**config.mk**
```make
export PLATFORM = sky130hd
export DESIGN_NAME = uhlp_regs
export DESIGN_NICKNAME = d
export VERILOG_FILES = /design/src/design/uhlp_pkg.sv /design/src/design/uhlp_ptr_reg.sv /design/src/design/uhlp_regs.sv
export SDC_FILE = /design/constraint.sdc
export NUM_CORES = 1
export LEC_CHECK = 0
export BUFFER_PORTS_ARGS = -buffer_cell sky130_fd_sc_hd__buf_2
export CORE_ASPECT_RATIO = 0.9
export CORE_MARGIN = 1.5
export CORE_UTILIZATION = 50
export CTS_CLUSTER_SIZE = 40
export DETAILED_ROUTE_END_ITERATION = 16
export GPL_TIMING_DRIVEN = 0
export PLACE_DENSITY = 0.85
export SLEW_MARGIN = 10
export SYNTH_ARGS = -nofsm -noshare
export SYNTH_HDL_FRONTEND = slang
export SYNTH_SLANG_ARGS = --single-unit
```
**constraint.sdc**
```tcl
create_clock -name core_clk -period 4.2 [get_ports core_clk]
set_input_delay 0.84 -clock core_clk [delete_from_list [all_inputs] [get_ports core_clk]]
set_output_delay 0.84 -clock core_clk [all_outputs]
set_load 0.02 [all_outputs]
```
**src/design/uhlp_pkg.sv**
```systemverilog
// uhlp_pkg: offsets, field layout and reset values of the list pointer bank
package uhlp_pkg;

  // ==========================================================================
  // register offsets (byte addresses, one aligned word each)
  localparam logic [7:0] UHLP_CTRL_HEAD_OFS = 8'h00;
  localparam logic [7:0] UHLP_CTRL_CUR_OFS  = 8'h04;
  localparam logic [7:0] UHLP_BULK_HEAD_OFS = 8'h08;
  localparam logic [7:0] UHLP_BULK_CUR_OFS  = 8'h0C;
  localparam logic [7:0] UHLP_DONE_TOP_OFS  = 8'h10;

  // ==========================================================================
  // field layout: pointer in bits 31..4, bits 3..0 reserved
  localparam int         UHLP_PTR_LSB   = 4;
  localparam int         UHLP_PTR_W     = 28;
  localparam logic [3:0] UHLP_RSVD_VAL  = 4'h0;
  localparam logic [27:0] UHLP_PTR_RST  = 28'h0000000;
  localparam logic [27:0] UHLP_PTR_NULL = 28'h0000000;

  // register select codes
  typedef enum logic [2:0]
  {
    UHLP_SEL_NONE      = 3'b000,
    UHLP_SEL_CTRL_HEAD = 3'b001,
    UHLP_SEL_CTRL_CUR  = 3'b010,
    UHLP_SEL_BULK_HEAD = 3'b011,
    UHLP_SEL_BULK_CUR  = 3'b100,
    UHLP_SEL_DONE_TOP  = 3'b101
  } uhlp_sel_t;

endpackage

```
**src/design/uhlp_ptr_reg.sv**
```systemverilog
// uhlp_ptr_reg: one 28-bit list pointer with software and engine load ports
`timescale 1ns/1ns
module uhlp_ptr_reg
  import uhlp_pkg::*;
#(
  parameter int PTR_W = UHLP_PTR_W
)
(
  // clock and reset
  input  wire logic             core_clk,
  input  wire logic             sys_rst,
  // software load
  input  wire logic             sw_we,
  input  wire logic [PTR_W-1:0] sw_val,
  // engine load, wins over software
  input  wire logic             hw_we,
  input  wire logic [PTR_W-1:0] hw_val,
  // stored pointer
  output logic      [PTR_W-1:0] ptr
);

  logic [PTR_W-1:0] ptr_r;
  logic [PTR_W-1:0] ptr_nxt;

  // engine update beats software so an in-flight walk is never lost
  always_comb
  begin
    ptr_nxt = ptr_r;
    if (hw_we)
      ptr_nxt = hw_val;
    else if (sw_we)
      ptr_nxt = sw_val;
  end

  // pointer flop, null after reset
  always_ff @(posedge core_clk)
  begin
    if (sys_rst)
      ptr_r <= PTR_W'(UHLP_PTR_RST);
    else
      ptr_r <= ptr_nxt;
  end

  assign ptr = ptr_r;

endmodule

```
**src/design/uhlp_regs.sv**
```systemverilog
// uhlp_regs: control/bulk list and done queue pointer register bank
`timescale 1ns/1ns

module uhlp_regs
  import uhlp_pkg::*;
#(
  parameter int PTR_W = UHLP_PTR_W
)
(
  // clock and reset
  input  wire logic             core_clk,
  input  wire logic             sys_rst,
  // register port
  input  wire logic [7:0]       reg_addr,
  input  wire logic [31:0]      reg_wdata,
  input  wire logic             reg_wr,
  input  wire logic             reg_rd,
  output logic      [31:0]      reg_rdata,
  // list engine: control current update
  input  wire logic             eng_ctrl_load,
  input  wire logic [PTR_W-1:0] eng_ctrl_addr,
  input  wire logic             eng_ctrl_end,
  // list engine: bulk current update
  input  wire logic             eng_bulk_load,
  input  wire logic [PTR_W-1:0] eng_bulk_addr,
  input  wire logic             eng_bulk_end,
  // list engine: done queue
  input  wire logic             eng_done_push,
  input  wire logic [PTR_W-1:0] eng_done_addr,
  input  wire logic             eng_done_clr,
  // pointers toward the list engine
  output logic      [PTR_W-1:0] control_head_addr,
  output logic      [PTR_W-1:0] control_current_addr,
  output logic      [PTR_W-1:0] bulk_head_addr,
  output logic      [PTR_W-1:0] bulk_current_addr,
  output logic      [PTR_W-1:0] done_queue_top_addr
);

  // ==========================================================================
  // register map, byte offsets, one word each
  //   0x00  control head     software read/write
  //   0x04  control current  software and engine
  //   0x08  bulk head        software read/write
  //   0x0C  bulk current     software and engine
  //   0x10  done top         engine only, writes dropped
  //   other offsets read zero and swallow writes
  // every pointer holds address bits 31..4; descriptors sit on 16-byte
  // boundaries, so the low nibble carries nothing and is never stored
  // a stored zero is the null pointer: end of a list, or an empty queue
  //
  // same-cycle priorities
  //   engine end over engine load: a finished walk always leaves null
  //   engine update over a software write: the walk's newest position is
  //   never rolled back by a stale value from the driver
  //   done push over done clear: a descriptor retired in the clearing
  //   cycle stays visible to software
  //
  // limitation: nothing locks the current pointers during a walk; the
  // driver should stop list processing before rewriting them

  // ==========================================================================
  // address decode
  function automatic uhlp_sel_t uhlp_decode(input logic [7:0] a);
    uhlp_sel_t s;
    s = UHLP_SEL_NONE;
    case (a)
      UHLP_CTRL_HEAD_OFS: s = UHLP_SEL_CTRL_HEAD;
      UHLP_CTRL_CUR_OFS:  s = UHLP_SEL_CTRL_CUR;
      UHLP_BULK_HEAD_OFS: s = UHLP_SEL_BULK_HEAD;
      UHLP_BULK_CUR_OFS:  s = UHLP_SEL_BULK_CUR;
      UHLP_DONE_TOP_OFS:  s = UHLP_SEL_DONE_TOP;
      default:            s = UHLP_SEL_NONE;
    endcase
    return s;
  endfunction

  // decoded selects and trimmed write data
  uhlp_sel_t        wsel;
  uhlp_sel_t        rsel;
  logic [PTR_W-1:0] wptr;
  // stored pointers from the register cells
  logic [PTR_W-1:0] chead_q;
  logic [PTR_W-1:0] ccur_q;
  logic [PTR_W-1:0] bhead_q;
  logic [PTR_W-1:0] bcur_q;
  // done queue top and read data flops
  logic [PTR_W-1:0] done_r;
  logic [PTR_W-1:0] done_nxt;
  logic [31:0]      rdata_r;
  logic [31:0]      rdata_nxt;
  // engine values after the end-of-list override
  logic [PTR_W-1:0] ctrl_hw_val;
  logic [PTR_W-1:0] bulk_hw_val;

  assign wsel = reg_wr ? uhlp_decode(reg_addr) : UHLP_SEL_NONE;
  assign rsel = uhlp_decode(reg_addr);
  // low nibble of written data is dropped
  assign wptr = reg_wdata[31:UHLP_PTR_LSB];

  // end-of-list walk forces a null pointer
  assign ctrl_hw_val = eng_ctrl_end ? PTR_W'(UHLP_PTR_NULL)
                                    : eng_ctrl_addr;
  assign bulk_hw_val = eng_bulk_end ? PTR_W'(UHLP_PTR_NULL)
                                    : eng_bulk_addr;

  // ==========================================================================
  // pointer registers
  // control head: software only, engine port tied off
  uhlp_ptr_reg #(.PTR_W(PTR_W)) u_chead
  (
    .core_clk (core_clk),
    .sys_rst  (sys_rst),
    .sw_we    (wsel == UHLP_SEL_CTRL_HEAD),
    .sw_val   (wptr),
    .hw_we    (1'b0),
    .hw_val   (PTR_W'(UHLP_PTR_NULL)),
    .ptr      (chead_q)
  );

  // control current: moved by the walk, settable by software
  uhlp_ptr_reg #(.PTR_W(PTR_W)) u_ccur
  (
    .core_clk (core_clk),
    .sys_rst  (sys_rst),
    .sw_we    (wsel == UHLP_SEL_CTRL_CUR),
    .sw_val   (wptr),
    .hw_we    (eng_ctrl_load | eng_ctrl_end),
    .hw_val   (ctrl_hw_val),
    .ptr      (ccur_q)
  );

  // bulk head: software only, engine port tied off
  uhlp_ptr_reg #(.PTR_W(PTR_W)) u_bhead
  (
    .core_clk (core_clk),
    .sys_rst  (sys_rst),
    .sw_we    (wsel == UHLP_SEL_BULK_HEAD),
    .sw_val   (wptr),
    .hw_we    (1'b0),
    .hw_val   (PTR_W'(UHLP_PTR_NULL)),
    .ptr      (bhead_q)
  );

  // bulk current: moved by the walk, settable by software
  uhlp_ptr_reg #(.PTR_W(PTR_W)) u_bcur
  (
    .core_clk (core_clk),
    .sys_rst  (sys_rst),
    .sw_we    (wsel == UHLP_SEL_BULK_CUR),
    .sw_val   (wptr),
    .hw_we    (eng_bulk_load | eng_bulk_end),
    .hw_val   (bulk_hw_val),
    .ptr      (bcur_q)
  );

  // ==========================================================================
  // done queue top: engine only, software writes are ignored
  always_comb
  begin
    done_nxt = done_r;
    if (eng_done_push)
      done_nxt = eng_done_addr;
    else if (eng_done_clr)
      done_nxt = PTR_W'(UHLP_PTR_NULL);
  end

  // done top register, empty queue after reset
  always_ff @(posedge core_clk)
  begin
    if (sys_rst)
      done_r <= PTR_W'(UHLP_PTR_RST);
    else
      done_r <= done_nxt;
  end

  // ==========================================================================
  // read data, valid only in the cycle after the read strobe
  // unmapped or idle reads return zero, so the port idles low
  always_comb
  begin
    rdata_nxt = 32'h00000000;
    if (reg_rd)
    begin
      case (rsel)
        UHLP_SEL_CTRL_HEAD: rdata_nxt = {chead_q, UHLP_RSVD_VAL};
        UHLP_SEL_CTRL_CUR:  rdata_nxt = {ccur_q, UHLP_RSVD_VAL};
        UHLP_SEL_BULK_HEAD: rdata_nxt = {bhead_q, UHLP_RSVD_VAL};
        UHLP_SEL_BULK_CUR:  rdata_nxt = {bcur_q, UHLP_RSVD_VAL};
        UHLP_SEL_DONE_TOP:  rdata_nxt = {done_r, UHLP_RSVD_VAL};
        default:            rdata_nxt = 32'h00000000;
      endcase
    end
  end

  // read data register, one cycle of latency
  always_ff @(posedge core_clk)
  begin
    if (sys_rst)
      rdata_r <= 32'h00000000;
    else
      rdata_r <= rdata_nxt;
  end

  // ==========================================================================
  // outputs straight from flip-flops
  // the pointers also feed the list engine directly
  assign reg_rdata            = rdata_r;
  assign control_head_addr    = chead_q;
  assign control_current_addr = ccur_q;
  assign bulk_head_addr       = bhead_q;
  assign bulk_current_addr    = bcur_q;
  assign done_queue_top_addr  = done_r;

endmodule

```
==> results of run 1 <==
## cell usage in the layout (no fill, tap or decap), types with 17 or more instances in the layout
cell type	count
a31oi_1	42
dfxtp_1	168
a21oi_1	71
a211oi_1	42
a2bb2oi_1	27
nand3_1	32
nor3b_1	28
mux2i_1	82
clkbuf_16	17
buf_2	309
o22a_1	27
nor2b_1	44
nand2_1	85
clkbuf_1	49
nor2_1	84
## per-layer routing
metal	part of all wire	vias to the layer above	routed length [um]
met3	0.11	90	3200
met1	0.39	3996	11900
li1	-	3690	-
met5	0	-	0
met4	0.041	0	1230
met2	0.46	598	14000
## cells by family (layout without fill, tap and decap cells)
group,Yosys count,count (layout),synth area share
AOI/OAI and AO/OA,223,223,0.203
DFF,168,168,0.443
muxes,83,83,0.111
other,1,4,0.000494
buffers and inverters,102,426,0.0602
and+or+nand+nor,284,284,0.181
## synthesized netlist by cell type, types with 2 or more instances
library cell  instances  area share
and2_1                2      0.0016
buf_4                14       0.014
a31oi_1              42       0.035
or2_2                 2      0.0016
nor2_1               84       0.042
a2bb2oi_1            27       0.031
buf_2                17       0.011
clkbuf_1             48       0.024
buf_1                 9      0.0045
o22a_1               27       0.031
nor3b_1              28       0.028
nor2b_1              44       0.036
nand2b_1              2      0.0016
dfxtp_1             168        0.44
nand3_1              32       0.021
mux2i_1              82        0.11
inv_1                14      0.0069
a21oi_1              71       0.047
a221oi_1             12       0.014
a211oi_1             42       0.042
a221oi_2              2      0.0040
nand2_1              85       0.042
## power groups by stage
stage	Clock, mW	Sequential, mW	Combinational [mW]
finish	1.82	1.66	0.454
global route	1.89	1.67	0.478
global placement	0	1.70	0.432
floorplan	0	1.73	0.201
detailed placement	0	1.70	0.441
CTS	1.82	1.66	0.444
## registers in the layout, indices dropped and copies added (netlist names)
signal,flops
reg_rdata,28
u_bcur.ptr,28
done_queue_top_addr,28
u_chead.ptr,28
u_bhead.ptr,28
u_ccur.ptr,28
## stage by stage
stage | utilization | cell area, sq um | instances
after floorplan | - | 7590 | 864
after global placement | 0.630 | 9300 | 1354
after detailed placement | 0.630 | 9300 | 1354
after CTS | 0.677 | 9990 | 1386
after global routing | 0.677 | 9990 | 1386
final | 0.677 | 9990 | 1386
## tightest hold or removal path: stages (launching register included)
cell and delay (ps):
dfxtp_1 320, nand2_1 60, a21oi_1 50
## worst max-delay path by stage
stage                            from                           to  slack (ps)  cells past startpoint
final                     reg_addr[4]     reg_rdata[26]$_SDFF_PP0_        1860                      6
after global routing      reg_addr[1]  u_ccur.ptr[18]$_SDFFE_PP0P_        1820                      6
after CTS                 reg_addr[1]  u_ccur.ptr[21]$_SDFFE_PP0P_        1910                      6
after detailed placement  reg_addr[1]   u_ccur.ptr[5]$_SDFFE_PP0P_        1490                      6
after global placement    reg_addr[1]   u_ccur.ptr[8]$_SDFFE_PP0P_        1500                      6
after floorplan           reg_addr[2]  u_bcur.ptr[23]$_SDFFE_PP0P_        2140                      8
## cell type report
| cell class | count | share of cell area |
|---|---|---|
| Sequential cell | 168 | 0.337 |
| Clock buffer | 21 | 0.0471 |
| Tap cell | 198 | 0.0248 |
| Buffer | 88 | 0.0405 |
| Multi-Input combinational cell | 594 | 0.378 |
| Clock inverter | 11 | 0.0217 |
| Inverter | 14 | 0.00526 |
| Timing Repair Buffer | 292 | 0.146 |
==> qor.csv, run 1 <==
stage,metric,value,unit
run_status,status,"finished, final reports clean",
timing,max_slew_margin,0.404,
timing,period_share,0.558,
finish,n_fill_cell,1259,
timing,hold_viol,0,
cts,clkTransAtPathRegs,60,ps
hold_path,worstHoldPathType,reg -> reg,
global_route,grt_max_degree,17,
synth,synth-edff-count,0,
timing,setup_viol,0,
critical_path,rr_startpoint,u_ccur.ptr[26]$_SDFFE_PP0P_,
hold_path,worstHoldEndpoint,u_chead.ptr[25]$_SDFFE_PP0N_,
timing,tightest_slew,894,ps
critical_path,crit_slowest_cell,clkbuf_1,
synth,synth_cells,861,
global_route,antenna_found_initial,0,
timing,maxSlewViolCount,0,
cts,holdBufCountCts,0,
pwr,p_int,2.96,mW
synth,yosysWarnings,0,
timing,setup_tns,0,ps
critical_path,rrSetupSlack,3120,ps
synth,yosysUniqueCellTypes,29,
global_route,use_met3,0.0955,
finish,syn_to_final_growth,31.7,%
cts,clk-insertion-delay-late,430,ps
pwr,ir_drop,0.000282,V
cts,cts_resized,0,
place,hpwl,21900,um
pwr,swShare,0.249,
timing,hold_ws,473,ps
detailed_routing,drtPass1Iterations,5,
critical_path,critPathTopFamily,buffers and inverters,
floorplanning,fp.dieArea,0.0159,sq mm
critical_path,max_stage_delay,740,ps
global_route,globalRouteMet2Util,0.599,
critical_path,path_cells,"buf_2, nand2b_1, buf_1, clkbuf_1, o22a_1, nor2_1",
pwr,power_frac_seq,0.422,
cts,cts_num_sinks,168,
critical_path,cp.required,4490,ps
floorplanning,ioPinCount,306,
pwr,p_sw,979,uW
critical_path,crit_buf_inv,3,
detailed_routing,drc_errors,0,
floorplanning,start_util,0.514,
pwr,power.clock.fraction,0.462,
global_route,grt-ovfl-total,0,
global_route,grt_pass1_wl,45000,um
synth,ys.flop_type,dfxtp_1,
run,drv_cap,0,
global_route,grt_use_met1,0.473,
place,port_buffers,292,
place,dp_slack,1490,ps
pwr,pwr_density_cell,394,mW/mm^2
place,place.gp.congestion,0.926,
cts,cts_made_buffers,17,
timing,layout_min_cycle_time,2340,ps
critical_path,end_kind,flip-flop,
floorplanning,design.core.area,0.0148,sq mm
floorplanning,rows,42,
hold_path,hold_path_depth,2,
timing,fin_skew,6.03,ps
critical_path,cp.arrival,2630,ps
cts,cts_setup_buffers,0,
pwr,comb_power_share,0.115,
finish,nNetsFinal,1309,
critical_path,r2r-end,reg_rdata[30]$_SDFF_PP0_,
global_route,grt_pass1_vias,7923,
floorplanning,die_h,120,um
cts,cts_tree,built,
timing,rsz0062_at_grt,no,
finish,multi_input_area,0.00377,sq mm
detailed_routing,dr_total_vias,8374,
detailed_routing,drt_iter0_drc,933,
cts,cts.path.max_buffers,2,
global_route,top_usage_layer,met2,
synth,synth_seq_area_share,0.443,
cts,htree_levels,4,
finish,layout-drive-gt1-share,0.304,
pwr,finalPower,3.94,mW
synth,netlist_area,0.00758,sq mm
floorplanning,die_w,133,um
cts,clockRootBuffer,clkbuf_16,
detailed_routing,drt-total-wl,30300,um
detailed_routing,wl_per_cell,21.9,um
finish,antenna_cells,0,
critical_path,rr_worst_depth,3,
timing,max_freq,427,MHz
synth,syn_area_per_cell,8.81,sq um
synth,synth-seq-cells,168,
finish,seq_area,0.00336,sq mm
critical_path,crit_path_start_kind,input port,
critical_path,crit_fanout,10,
pwr,p_leak,4.63,nW
hold_path,hp-start,u_chead.ptr[25]$_SDFFE_PP0N_,
global_route,grt.total_usage,0.374,
detailed_routing,ant_nets,0,
synth,async_flop_share,0,
detailed_routing,vias_per_cell,6.04,
critical_path,crit_type,in -> reg,
timing,setup_slack,1860,ps
(Power assumes the default switching activity.)
==> run 2: changes to the inputs <==
Settings changed: CORE_UTILIZATION 50 to 44, PLACE_DENSITY 0.85 to 0.8.
Clock period 4.2 ns to 2 ns, I/O delays scaled along.
==> run 2 against run 1 <==
Compared with the run above:
- hold slack worse by 270 ps
- count of clock-buffer cells in the layout down 4
- utilization down 8.9 points
- via count up 0.35%
- combinational power up 110%
- critical path type unchanged
- register-to-register slack worse by 2200 ps
- die area up 13%
- critical path depth unchanged
- first-iteration DRC count down 17%
- largest cell class unchanged
- setup slack worse by 1800 ps
==> qor.csv, run 2 (synthesis results as in run 1) <==
stage,metric,value,unit
run_status,status,"finished, final reports clean",
detailed_routing,drt_iter0_drc,773,
pwr,ir_drop,0.000587,V
critical_path,max_stage_delay,570,ps
critical_path,crit_fanout,10,
detailed_routing,drtPass1Iterations,6,
cts,cts.path.max_buffers,2,
floorplanning,design.core.area,0.0169,sq mm
global_route,grt_pass1_vias,7819,
global_route,use_met3,0.0746,
critical_path,crit_type,in -> reg,
finish,nNetsFinal,1309,
cts,clkTransAtPathRegs,70,ps
place,port_buffers,292,
timing,rsz0062_at_grt,no,
place,place.gp.congestion,0.897,
timing,tightest_slew,871,ps
timing,setup_viol,0,
cts,cts_tree,built,
finish,n_fill_cell,1543,
finish,final_common_cell,buf_2,
detailed_routing,drc_errors,0,
timing,period_share,0.992,
pwr,p_leak,4.59,nW
run,drv_cap,0,
timing,hold_viol,0,
floorplanning,start_util,0.449,
detailed_routing,drt-total-wl,31300,um
global_route,globalRouteMet2Util,0.559,
detailed_routing,dr_total_vias,8403,
detailed_routing,vias_per_cell,6.00,
timing,hold_ws,198,ps
floorplanning,rows,45,
critical_path,cp.arrival,2260,ps
cts,htree_levels,4,
cts,cts_num_sinks,168,
critical_path,end_kind,flip-flop,
detailed_routing,ant_nets,0,
cts,clockRootBuffer,clkbuf_16,
global_route,antenna_found_initial,2,
floorplanning,fp.dieArea,0.0180,sq mm
global_route,grt-ovfl-total,0,
cts,cts_setup_buffers,0,
timing,maxSlewViolCount,0,
finish,post-route-util,0.587,
cts,cts_resized,0,
timing,setup_tns,0,ps
global_route,grt_max_degree,17,
critical_path,crit_slowest_cell,nand3_1,
global_route,grt.total_usage,0.339,
global_route,top_usage_layer,met2,
floorplanning,die_w,141,um
finish,final_cell_mix,"buf_2, dfxtp_1, nand2_1",
hold_path,worstHoldPathType,in -> reg,
detailed_routing,wl_per_cell,22.4,um
pwr,pwr_density_cell,787,mW/mm^2
cts,cts_made_buffers,17,
timing,layout_min_cycle_time,1980,ps
finish,layout-drive-gt1-share,0.305,
floorplanning,ioPinCount,306,
timing,max_freq,504,MHz
global_route,grt_pass1_wl,45700,um
critical_path,crit_path_start_kind,input port,
cts,clk-insertion-delay-late,430,ps
place,hpwl,22200,um
critical_path,path_cells,"buf_2, nor3_2, nand3_1, clkbuf_1, nand2_1, a211oi_1",
floorplanning,die_h,128,um
finish,syn_to_final_growth,30.8,%
critical_path,crit_buf_inv,2,
critical_path,critPathTopFamily,simple AND/OR/NAND/NOR gates,
timing,fin_skew,7.45,ps
cts,holdBufCountCts,0,
critical_path,cp.required,2280,ps
global_route,grt_use_met1,0.428,
timing,max_slew_margin,0.419,
==> run 2: changes by cell type in the layout (fill, tap and decap cells not counted), sizes merged <==
cell / change
diode: +2
clkinv: +5
clkinvlp: -1
clkbuf: -4
bufinv: -4
inv: +4
==> run 2: area by class of cell <==
type | count | area [sq um] | share of cell area
well taps | 211 | 264 | 0.0266
clock buffers | 17 | 425 | 0.0429
plain buffers | 88 | 404 | 0.0408
flip-flops and latches | 168 | 3360 | 0.339
multi-input cells | 594 | 3770 | 0.381
inverters | 14 | 52.6 | 0.00530
diodes | 2 | 5.00 | 0.000505
repair buffers | 292 | 1460 | 0.147
clock inverters | 15 | 166 | 0.0168
==> run 2: per-stage QoR <==
| step | worst slack, ps | instances | total power [mW] | area (sq um) |
|---|---|---|---|---|
| finish | 16.2 | 1401 | 7.80 | 9920 |
| global route | 27.6 | 1400 | 8.02 | 9910 |
| CTS | 119 | 1399 | 7.78 | 9910 |
| detailed placement | -331 | 1367 | 4.49 | 9320 |
| global placement | -311 | 1367 | 4.48 | 9320 |
| floorplan | 375 | 864 | 4.06 | 7590 |
==> run 2: routing by layer <==
layer	up-vias	part of all wire	wire length, um
li1	3707	-	-
met1	4031	0.40	12500
met2	575	0.47	14600
met3	88	0.098	3080
met4	2	0.035	1100
met5	-	0.00038	12
==> run 2: power breakdown <==
part           internal [mW]  total [mW]  switching, mW
clock network           1.87        3.36           1.49
logic                  0.347       0.956          0.609
registers               3.42        3.49         0.0689
total                   5.64        7.80           2.17
==> run 2: worst register-to-register path: cells and delay by family, from the launching register on <==
kind	cells	cell delay, ps
mux	1	480
flops	1	340
simple gates	1	90
compound gates	1	60
==> run 2: worst paths after layout <==
path	start	cells after the start	endpoint	slack, ps
max	reg_addr[1]	6	u_ccur.ptr[18]$_SDFFE_PP0P_	20
min reg2reg	u_chead.ptr[25]$_SDFFE_PP0N_	2	u_chead.ptr[25]$_SDFFE_PP0N_	480
min	eng_done_addr[22]	3	done_queue_top_addr[22]$_SDFFE_PP0P_	200
max reg2reg	u_bcur.ptr[26]$_SDFFE_PP0P_	3	reg_rdata[30]$_SDFF_PP0_	900
